==> src/pme_pkg.sv <==
package pme_pkg;

  // ==========================================================================
  // Register word offsets (word indices, taken from Avalon address bits [5:2])
  localparam logic [3:0] PME_OFF_PAGE = 4'h0;
  localparam logic [3:0] PME_OFF_PTR_HI = 4'h1;
  localparam logic [3:0] PME_OFF_PTR_LO = 4'h2;
  localparam logic [3:0] PME_OFF_WORD_INCR = 4'h3;
  localparam logic [3:0] PME_OFF_BYTE_INCR = 4'h4;
  localparam logic [3:0] PME_OFF_PLAIN = 4'h5;
  localparam logic [3:0] PME_OFF_PTR_ADD = 4'h6;
  localparam int PME_ADDR_W = 6;

  // ==========================================================================
  // Reset values
  localparam logic [7:0] PME_PAGE_RST = 8'h02;
  localparam logic [15:0] PME_PTR_RST = 16'h0000;

  // ==========================================================================
  // Program window decode
  localparam logic [1:0] PME_WIN_TAG = 2'h2;
  localparam int PME_WIN_LSB = 14;
  localparam int PME_EXT_W = 17;

  // ==========================================================================
  // Carriers
  typedef struct packed {
    logic [15:0] addr;
    logic far_load;
    logic [7:0] far_page;
  } pme_cpu_t;

  typedef struct packed {
    logic [PME_EXT_W-1:0] ext_addr;
    logic paged;
  } pme_xlat_t;

  typedef struct packed {
    logic req;
    logic wr;
    logic [15:0] addr;
    logic [7:0] wdata;
  } pme_mem_req_t;

  typedef enum logic [1:0] {
    PME_IDLE,
    PME_WAIT,
    PME_DONE
  } pme_state_t;

endpackage

==> src/pme_memory_extender.sv <==
// The address map and the Avalon-MM interface to the registers were left to the implementer.
module pme_memory_extender
  import pme_pkg::*;
(
  // Clock and reset
  input wire logic clk_sys,
  input wire logic rst,
  // Avalon-MM slave
  input wire logic [pme_pkg::PME_ADDR_W-1:0] avs_address,
  input wire logic avs_read,
  input wire logic avs_write,
  input wire logic [31:0] avs_writedata,
  input wire logic [3:0] avs_byteenable,
  output logic [31:0] avs_readdata,
  output logic avs_waitrequest,
  output logic [1:0] avs_response,
  // Processor core
  input wire pme_pkg::pme_cpu_t cpu_in,
  output pme_pkg::pme_xlat_t xlat_out,
  output logic [7:0] page_to_stack,
  // Extended flash port
  output pme_pkg::pme_mem_req_t mem_req,
  input wire logic mem_ack,
  input wire logic [7:0] mem_rdata
);
  import pme_pkg::*;

  // ==========================================================================
  // Registers
  logic [7:0] page_q;
  logic [15:0] ptr_q;
  logic [15:0] ptr_d;
  pme_state_t state_q;
  logic [7:0] rdata_q;
  logic [1:0] resp_q;
  logic [3:0] word_idx;
  logic is_data_port;
  logic is_incr_port;
  logic lane0;
  logic [15:0] add_ext;
  logic hit_word_incr;
  logic hit_byte_incr;
  logic hit_plain;
  logic bus_req;
  logic idle_req;
  logic reg_wr;
  logic in_window;

  // ==========================================================================
  // Bus decode
  assign word_idx = avs_address[PME_ADDR_W-1:2];
  assign lane0 = avs_byteenable[0];
  assign bus_req = avs_read || avs_write;
  assign idle_req = (state_q == PME_IDLE) && bus_req;
  assign reg_wr = (state_q == PME_IDLE) && avs_write && lane0;
  assign hit_word_incr = word_idx == PME_OFF_WORD_INCR;
  assign hit_byte_incr = word_idx == PME_OFF_BYTE_INCR;
  assign hit_plain = word_idx == PME_OFF_PLAIN;
  assign is_data_port = hit_plain || hit_byte_incr || hit_word_incr;
  assign is_incr_port = hit_byte_incr || hit_word_incr;
  assign add_ext = {{8{avs_writedata[7]}}, avs_writedata[7:0]};

  // ==========================================================================
  // Bus sequencing
  always_ff @(posedge clk_sys)
  begin
    if (rst)
    begin
      state_q <= PME_IDLE;
    end
    else
    begin
      unique case (state_q)
        PME_IDLE:
        begin
          if (bus_req && is_data_port)
          begin
            state_q <= PME_WAIT;
          end
          else if (bus_req)
          begin
            state_q <= PME_DONE;
          end
        end
        PME_WAIT:
        begin
          if (mem_ack)
          begin
            state_q <= PME_DONE;
          end
        end
        PME_DONE:
        begin
          state_q <= PME_IDLE;
        end
        default:
        begin
          state_q <= PME_IDLE;
        end
      endcase
    end
  end

  assign avs_waitrequest = bus_req && (state_q != PME_DONE);
  assign avs_readdata = {24'h000000, rdata_q};
  assign avs_response = resp_q;

  // ==========================================================================
  // Flash request
  always_ff @(posedge clk_sys)
  begin
    if (rst)
    begin
      mem_req <= '0;
    end
    else if (idle_req && is_data_port)
    begin
      mem_req.req <= 1'b1;
      mem_req.wr <= avs_write && lane0;
      mem_req.addr <= ptr_q;
      mem_req.wdata <= avs_writedata[7:0];
    end
    else if (mem_ack)
    begin
      mem_req.req <= 1'b0;
    end
  end

  // ==========================================================================
  // Read data
  always_ff @(posedge clk_sys)
  begin
    if (rst)
    begin
      rdata_q <= 8'h00;
    end
    else if (state_q == PME_WAIT && mem_ack)
    begin
      rdata_q <= mem_req.wr ? 8'h00 : mem_rdata;
    end
    else if (idle_req && !is_data_port)
    begin
      unique case (word_idx)
        PME_OFF_PAGE:
        begin
          rdata_q <= page_q;
        end
        PME_OFF_PTR_HI:
        begin
          rdata_q <= ptr_q[15:8];
        end
        PME_OFF_PTR_LO:
        begin
          rdata_q <= ptr_q[7:0];
        end
        PME_OFF_PTR_ADD:
        begin
          rdata_q <= 8'h00;
        end
        default:
        begin
          rdata_q <= 8'h00;
        end
      endcase
    end
  end

  // ==========================================================================
  // Response code
  always_ff @(posedge clk_sys)
  begin
    if (rst)
    begin
      resp_q <= 2'h0;
    end
    else if (state_q == PME_WAIT && mem_ack)
    begin
      resp_q <= 2'h0;
    end
    else if (idle_req && !is_data_port)
    begin
      unique case (word_idx)
        PME_OFF_PAGE,
        PME_OFF_PTR_HI,
        PME_OFF_PTR_LO,
        PME_OFF_PTR_ADD:
        begin
          resp_q <= 2'h0;
        end
        default:
        begin
          resp_q <= 2'h2;
        end
      endcase
    end
  end

  // ==========================================================================
  // Page select
  always_ff @(posedge clk_sys)
  begin
    if (rst)
    begin
      page_q <= PME_PAGE_RST;
    end
    else if (cpu_in.far_load)
    begin
      page_q <= cpu_in.far_page;
    end
    else if (reg_wr && word_idx == PME_OFF_PAGE)
    begin
      page_q <= avs_writedata[7:0];
    end
  end

  // ==========================================================================
  // Page to stack
  assign page_to_stack = page_q;

  // ==========================================================================
  // Linear pointer
  always_comb
  begin
    ptr_d = ptr_q;
    if (state_q == PME_WAIT && mem_ack && is_incr_port)
    begin
      ptr_d = ptr_q + 16'h0001;
    end
    else if (reg_wr)
    begin
      unique case (word_idx)
        PME_OFF_PTR_HI:
        begin
          ptr_d = {avs_writedata[7:0], ptr_q[7:0]};
        end
        PME_OFF_PTR_LO:
        begin
          ptr_d = {ptr_q[15:8], avs_writedata[7:0]};
        end
        PME_OFF_PTR_ADD:
        begin
          ptr_d = ptr_q + add_ext;
        end
        default:
        begin
          ptr_d = ptr_q;
        end
      endcase
    end
  end

  // ==========================================================================
  // Pointer register
  always_ff @(posedge clk_sys)
  begin
    if (rst)
    begin
      ptr_q <= PME_PTR_RST;
    end
    else
    begin
      ptr_q <= ptr_d;
    end
  end

  // ==========================================================================
  // Program window translation
  assign in_window = cpu_in.addr[15:PME_WIN_LSB] == PME_WIN_TAG;

  always_comb
  begin
    if (in_window)
    begin
      xlat_out.paged = 1'b1;
      xlat_out.ext_addr = {page_q[2:0], cpu_in.addr[PME_WIN_LSB-1:0]};
    end
    else
    begin
      xlat_out.paged = 1'b0;
      xlat_out.ext_addr = {1'b0, cpu_in.addr};
    end
  end

endmodule // pme_memory_extender

==> config.mk <==
export PLATFORM = sky130hd
export DESIGN_NAME = pme_memory_extender
export DESIGN_NICKNAME = d
export VERILOG_FILES = /design/src/pme_pkg.sv /design/src/pme_memory_extender.sv
export SDC_FILE = /design/constraint.sdc
export NUM_CORES = 1
export LEC_CHECK = 0
export ABC_AREA = 0
export BUFFER_PORTS_ARGS = -buffer_cell sky130_fd_sc_hd__buf_2
export CAP_MARGIN = 20
export CORE_MARGIN = 2
export CORE_UTILIZATION = 50
export CTS_CLUSTER_SIZE = 30
export DETAILED_ROUTE_END_ITERATION = 8
export PLACE_DENSITY = 0.82
export SLEW_MARGIN = 0
export SYNTH_ARGS = -nofsm -noshare
export SYNTH_HDL_FRONTEND = slang
export SYNTH_SLANG_ARGS = --single-unit
export TNS_END_PERCENT = 20
==> constraint.sdc <==
create_clock -name clk_sys -period 2.6 [get_ports clk_sys]
set_input_delay 0.52 -clock clk_sys [delete_from_list [all_inputs] [get_ports clk_sys]]
set_output_delay 0.52 -clock clk_sys [all_outputs]
set_load 0.05 [all_outputs]
After elaboration in Yosys (flattened, before gate mapping):

Cells that the tools add are included.

* input port bits: 80
* flip-flop bits (word level): 62

* $add $sub $neg: 2
* reduce and logical (&&, ||, !) cells: 29
* multiplexer cells: 17
* eq/ne operators: 13

Operators with widths (number)
* one-hot mux 16 bit (3 select lines): 1
* two-way mux 8 bit: 5
* two-way mux 16 bit: 2
* one-hot mux 8 bit (3 select lines): 1
* two-way mux 18 bit: 1
* adder 16 x 1 -> 16 bit (second input constant): 1
* adder 16 bit: 1
* == test 4 x 3 -> 1 bit (second input constant): 3
* logical AND 1 bit: 11
* == test 4 x 2 -> 1 bit (second input constant): 2
* two-way mux 2 bit: 4
* != test 2 bit (second input constant): 4
* nonzero test 2 bit: 4
* AND reduction 3 bit: 2
* nonzero test 3 bit: 2
* == test 4 x 1 -> 1 bit (second input constant): 1
* zero test 4 bit: 1
* logical OR 1 bit: 4
* one-hot mux 2 bit (2 select lines): 1
* OR reduction 4 bit: 1
* != test 3 x 2 -> 1 bit (second input constant): 1
* == test 2 x 1 -> 1 bit (second input constant): 1
* == test 2 bit (second input constant): 1
* zero test 2 bit: 1
* 4 further kinds: 5

Logic depth before layout (Yosys ltp):

* word-level depth: 7
* depth in mapped cells: 9

Least setup slack after synthesis:

No wires, ideal clock.

* path type: input -> register
* from: in avs_address[2] (netlist bit)
* to: reg ptr_q[15]
* data required time: 2.476 ns
* data arrival time: 2.215 ns
* setup slack: 0.261 ns
* cell stages on the path: 7
* path buffers: 1
* cell sequence: buf_6 or3b_1 a211oi_1 mux2_2 a211oi_1 o32a_1 o41ai_1

* longest elaborated chain between the ends: 5
* elaborated cells on any way between the ends: 14

RTL lines
* start: declaration: RTL line pme_memory_extender.sv:9 `input wire logic [pme_pkg::PME_ADDR_W-1:0] avs_address,`
* == test 4 x 3 -> 1 bit / == test 4 x 2 -> 1 bit (equally long branches): RTL line pme_memory_extender.sv:57, pme_memory_extender.sv:56
* logical OR 1 bit: RTL line pme_memory_extender.sv:60 `assign is_incr_port = hit_byte_incr || hit_word_incr;`
* logical AND 1 bit: RTL line pme_memory_extender.sv:225 `if (state_q == PME_WAIT && mem_ack && is_incr_port)`
* != test 2 bit (no source line), or another cell as far along
* AND reduction 3 bit (no source line)
* end signal: assignment: RTL line pme_memory_extender.sv:262 `ptr_q <= ptr_d;`
* end: declaration: RTL line pme_memory_extender.sv:31 `logic [15:0] ptr_q;`

Parallel ways exist; a longest one is shown, timed or not. The select of a mux whose other input is x is not followed.
A chain may end at the register's enable or synchronous reset.

Worst setup path in the final report:

* from: reg ptr_q[4]
* to: reg ptr_q[15]

* longest elaborated chain between the ends: 4
* elaborated cells on any way between the ends: 5

RTL lines
* adder 16 bit: RTL line pme_memory_extender.sv:242 `ptr_d = ptr_q + add_ext;`
* one-hot mux 16 bit (3 select lines): RTL line pme_memory_extender.sv:231 `unique case (word_idx)`
* two-way mux 16 bit: RTL line pme_memory_extender.sv:229 `else if (reg_wr)`
* two-way mux 16 bit *: RTL line pme_memory_extender.sv:225

Mark *: on every way between the ends. The rest lies on a longest branch, timed or not. The select of a mux whose other input is x is not followed.

==> flow_summary.json <==
{
  "fillers": 738,
  "hp-class": "primary input to flip-flop",
  "min_period_ns": 2.385,
  "cp.required_ns": 2.84,
  "r2r-end": "ptr_q[15]",
  "core_um2": 8217,
  "dr.pass1.iters": 5,
  "clock_skew_ns": 0.01048,
  "ant_nets": 0,
  "synth_area_leader_cell": "dfxtp_1",
  "irDropWorstVdd_uv": 352.5,
  "clkLatencyLatePin_ns": 0.35,
  "tns_ns": 0,
  "synthesis.area_um2": 4227,
  "critPathMostFrequentCell": "a21oi_1",
  "rrSetupSlack_ns": 0.22,
  "final_hold_viol_count": 0,
  "yosysMostFrequentCell": "nand2_1",
  "fin_crit_sh_pct": 91.73,
  "crit_chain": "ha_1 -> a21oi_1 -> nand2_1 -> o21ai_0 -> a21oi_1 -> o32a_1 -> o41ai_1",
  "post_drt_wl_per_cell_um": 17.76,
  "drtIter0Drc": 407,
  "synth-xor-area-share_pct": 2.072,
  "maxCapViolCount": 0,
  "cp-end-kind": "flip-flop",
  "synthTopCellsByCount": "nand2_1 (80), dfxtp_1 (61), a21oi_1 (57), nor2_1 (45), buf_4 (41)",
  "slew_headroom_pct": 64.75,
  "critPathKind": "flip-flop to flip-flop",
  "stdcell_count": 729,
  "pwr-share-seq_pct": 39.0,
  "intPower_uw": 1713,
  "die-area_um2": 9204,
  "synthCells": 539,
  "power_switching_uw": 855.3,
  "setup_viol": 0,
  "rsz0062_at_grt": "no",
  "rows": 33,
  "synth_cell_types": 63,
  "r2r.worst_path.cells": 7,
  "grt_overflow": 0,
  "clock-sinks": 61,
  "antenna_cells": 0,
  "drc": 0,
  "hold_buffers": 0,
  "leakagePower_uw": 0.002130,
  "worst_pin_slew_ns": 0.5268,
  "antenna_found_initial": 0,
  "crit_arrival_ns": 2.63,
  "synth_top_family_by_area": "compound AO/OA/AOI/OAI gates",
  "clock_path_buffers": 2,
  "critPathLaunchType": "flip-flop",
  "postPlaceCellArea_um2": 4683,
  "htree_num_levels": 3,
  "start_util_pct": 51.44,
  "reg2reg_from": "ptr_q[4]",
  "power_frac_comb_pct": 23.1,
  "fmax_ghz": 0.4193,
  "synthAdderAreaFrac_pct": 5.210,
  "grt_max_degree": 41,
  "cts-root-buf": "clkbuf_8",
  "synth_mux_area_share_pct": 8.111,
  "max_stage_delay_ns": 0.51,
  "cp_max_fo": 8,
  "fp.dieH_um": 95.94,
  "grt_first_pass_wirelength_um": 20050,
  "track_usage_pct": 28.44,
  "hpwl_um": 9614,
  "ys_seq_area_share_pct": 28.89,
  "netlist_top_cells_area": "dfxtp_1 (29%), buf_4 (7.3%), nand2_1 (7.1%)",
  "crit_family": "compound AO/OA/AOI/OAI gates",
  "final_cell_area_um2": 4907,
  "layout_setup_ws_ns": 0.2151,
  "cts_tree": "built",
  "ios": 167,
  "dp_slack_ns": 0.04597,
  "path_buf_inv": 0,
  "ys_warn_count": 0,
  "crit_path_top_delay_cell": "dfxtp_1",
  "vias_per_cell": 6.130,
  "synth_top_area_share_pct": 28.89,
  "min_from": "cpu_in[0]",
  "powerDensity_nw_per_um2": 523.3,
  "place_inst": 713,
  "path_clk_slew_ns": 0.07,
  "power_frac_clock_pct": 37.9,
  "die_w_um": 95.94,
  "drive_gt1_share_pct": 24.84,
  "whs_endpoint": "page_to_stack[0]",
  "totalWireLength_um": 12950,
  "synth_ff_type": "dfxtp_1",
  "synth-simple-area-share_pct": 20.96,
  "portBuffers": 84,
  "cts_resized": 0,
  "avgSynthCellArea_um2": 7.841,
  "holdPathStages": 3,
  "synthArstFlopShare_pct": 0,
  "gp_congestion": 0.9208,
  "synth_compound_area_share_pct": 23.95,
  "vias": 4469,
  "postCtsSetupRepairBufs": 0,
  "switching_share_pct": 33.31,
  "ys_ff_latch": 61,
  "syn2layout_area_growth_pct": 16.10,
  "grt_pass1_vias": 4138,
  "status": "finished clean",
  "drv_slew": 0,
  "power_uw": 2568,
  "numCtsBuffers": 9,
  "finalNetCount": 716,
  "synth_edf_count": 0
}
==> cell families (layout without fill, tap and decap cells) <==
family	after synthesis	in the layout
and+or+nand+nor	190	190
AOI/OAI and AO/OA	153	153
muxes	32	32
other	1	25
adders and majority gates	17	17
buffers and inverters	75	136
DFF	61	61
xor gates and xnor gates	10	10
==> power by group through the flow <==
stage | clock [uW] | sequential (uW) | combinational, uW
2_1_floorplan | 0 | 1110 | 416
3_3_place_gp | 0 | 1020 | 570
3_5_place_dp | 0 | 1020 | 583
4_1_cts | 978 | 1000 | 587
5_1_grt | 1020 | 1010 | 631
6_report | 973 | 1000 | 594
==> state kept, by name (all words and copies together), names as in the netlist <==
register,cells
mem_req,26
ptr_q,16
page_to_stack,8
rdata_q,8
state_q,2
avs_response,1
==> metal layers <==
metal / routed length, um / global-route usage [%] / vias to the layer above
met5: 0 / 0 / -
met4: 612 / 15.60 / 0
met3: 1249 / 7.753 / 56
met2: 5830 / 44.46 / 276
met1: 5256 / 35.40 / 2065
li1: - / - / 2072
==> through the flow <==
stage / hold slack (ns) / utilization (%)
3_3_place_gp: 0.4419 / 57.00
6_report: 0.4060 / 59.72
2_1_floorplan: 0.4707 / -
3_5_place_dp: 0.4437 / 57.00
4_1_cts: 0.4034 / 59.72
5_1_grt: 0.4097 / 59.72
==> tightest hold or removal path: cells and delay by family <==
family                 cells  cell delay (ns)
buffers and inverters      1             0.07
AND/OR/NAND/NOR            1             0.07
multiplexers               1             0.05
==> area by class of cell <==
type / instances / area (um^2) / area share (%)
multi-input cells: 427 / 2643 / 53.85
repair buffers: 116 / 673.1 / 13.72
well taps: 105 / 131.4 / 2.677
clock inverters: 5 / 82.58 / 1.683
inverters: 4 / 15.01 / 0.3060
flip-flops and latches: 61 / 1221 / 24.89
clock buffers: 11 / 141.4 / 2.881
==> worst max path at each step <==
stage / from / cells past startpoint / slack, ns / endpoint
detailed placement: avs_writedata[4] / 8 / 0.05 / ptr_q[15]
finish: ptr_q[4] / 7 / 0.22 / ptr_q[15]
global placement: avs_writedata[0] / 9 / 0.1 / ptr_q[14]
CTS: ptr_q[4] / 7 / 0.27 / ptr_q[15]
floorplan: avs_address[2] / 7 / 0.26 / ptr_q[15]
global route: ptr_q[4] / 7 / 0.04 / ptr_q[15]
==> cell usage in the layout, fill, tap and decap left out, types with 4 or more instances in the layout <==
cell	netlist	final
a211oi_1	15	15
a21o_1	6	6
a21oi_1	57	57
a221oi_1	4	4
a22oi_1	8	8
a2bb2oi_1	8	8
a31oi_1	6	6
and3_1	6	6
buf_2	2	84
buf_4	41	31
clkbuf_8	0	10
conb_1	1	25
dfxtp_1	61	61
ha_1	16	16
inv_1	4	4
mux2_2	18	18
mux2i_1	14	14
nand2_1	80	80
nand2b_1	4	4
nand3_1	10	10
nand4_1	8	8
nor2_1	45	45
nor3_1	11	11
nor4_1	4	4
o21ai_0	16	16
o31ai_1	5	5
xnor2_1	7	7
Power figures use the tool's default switching activity.
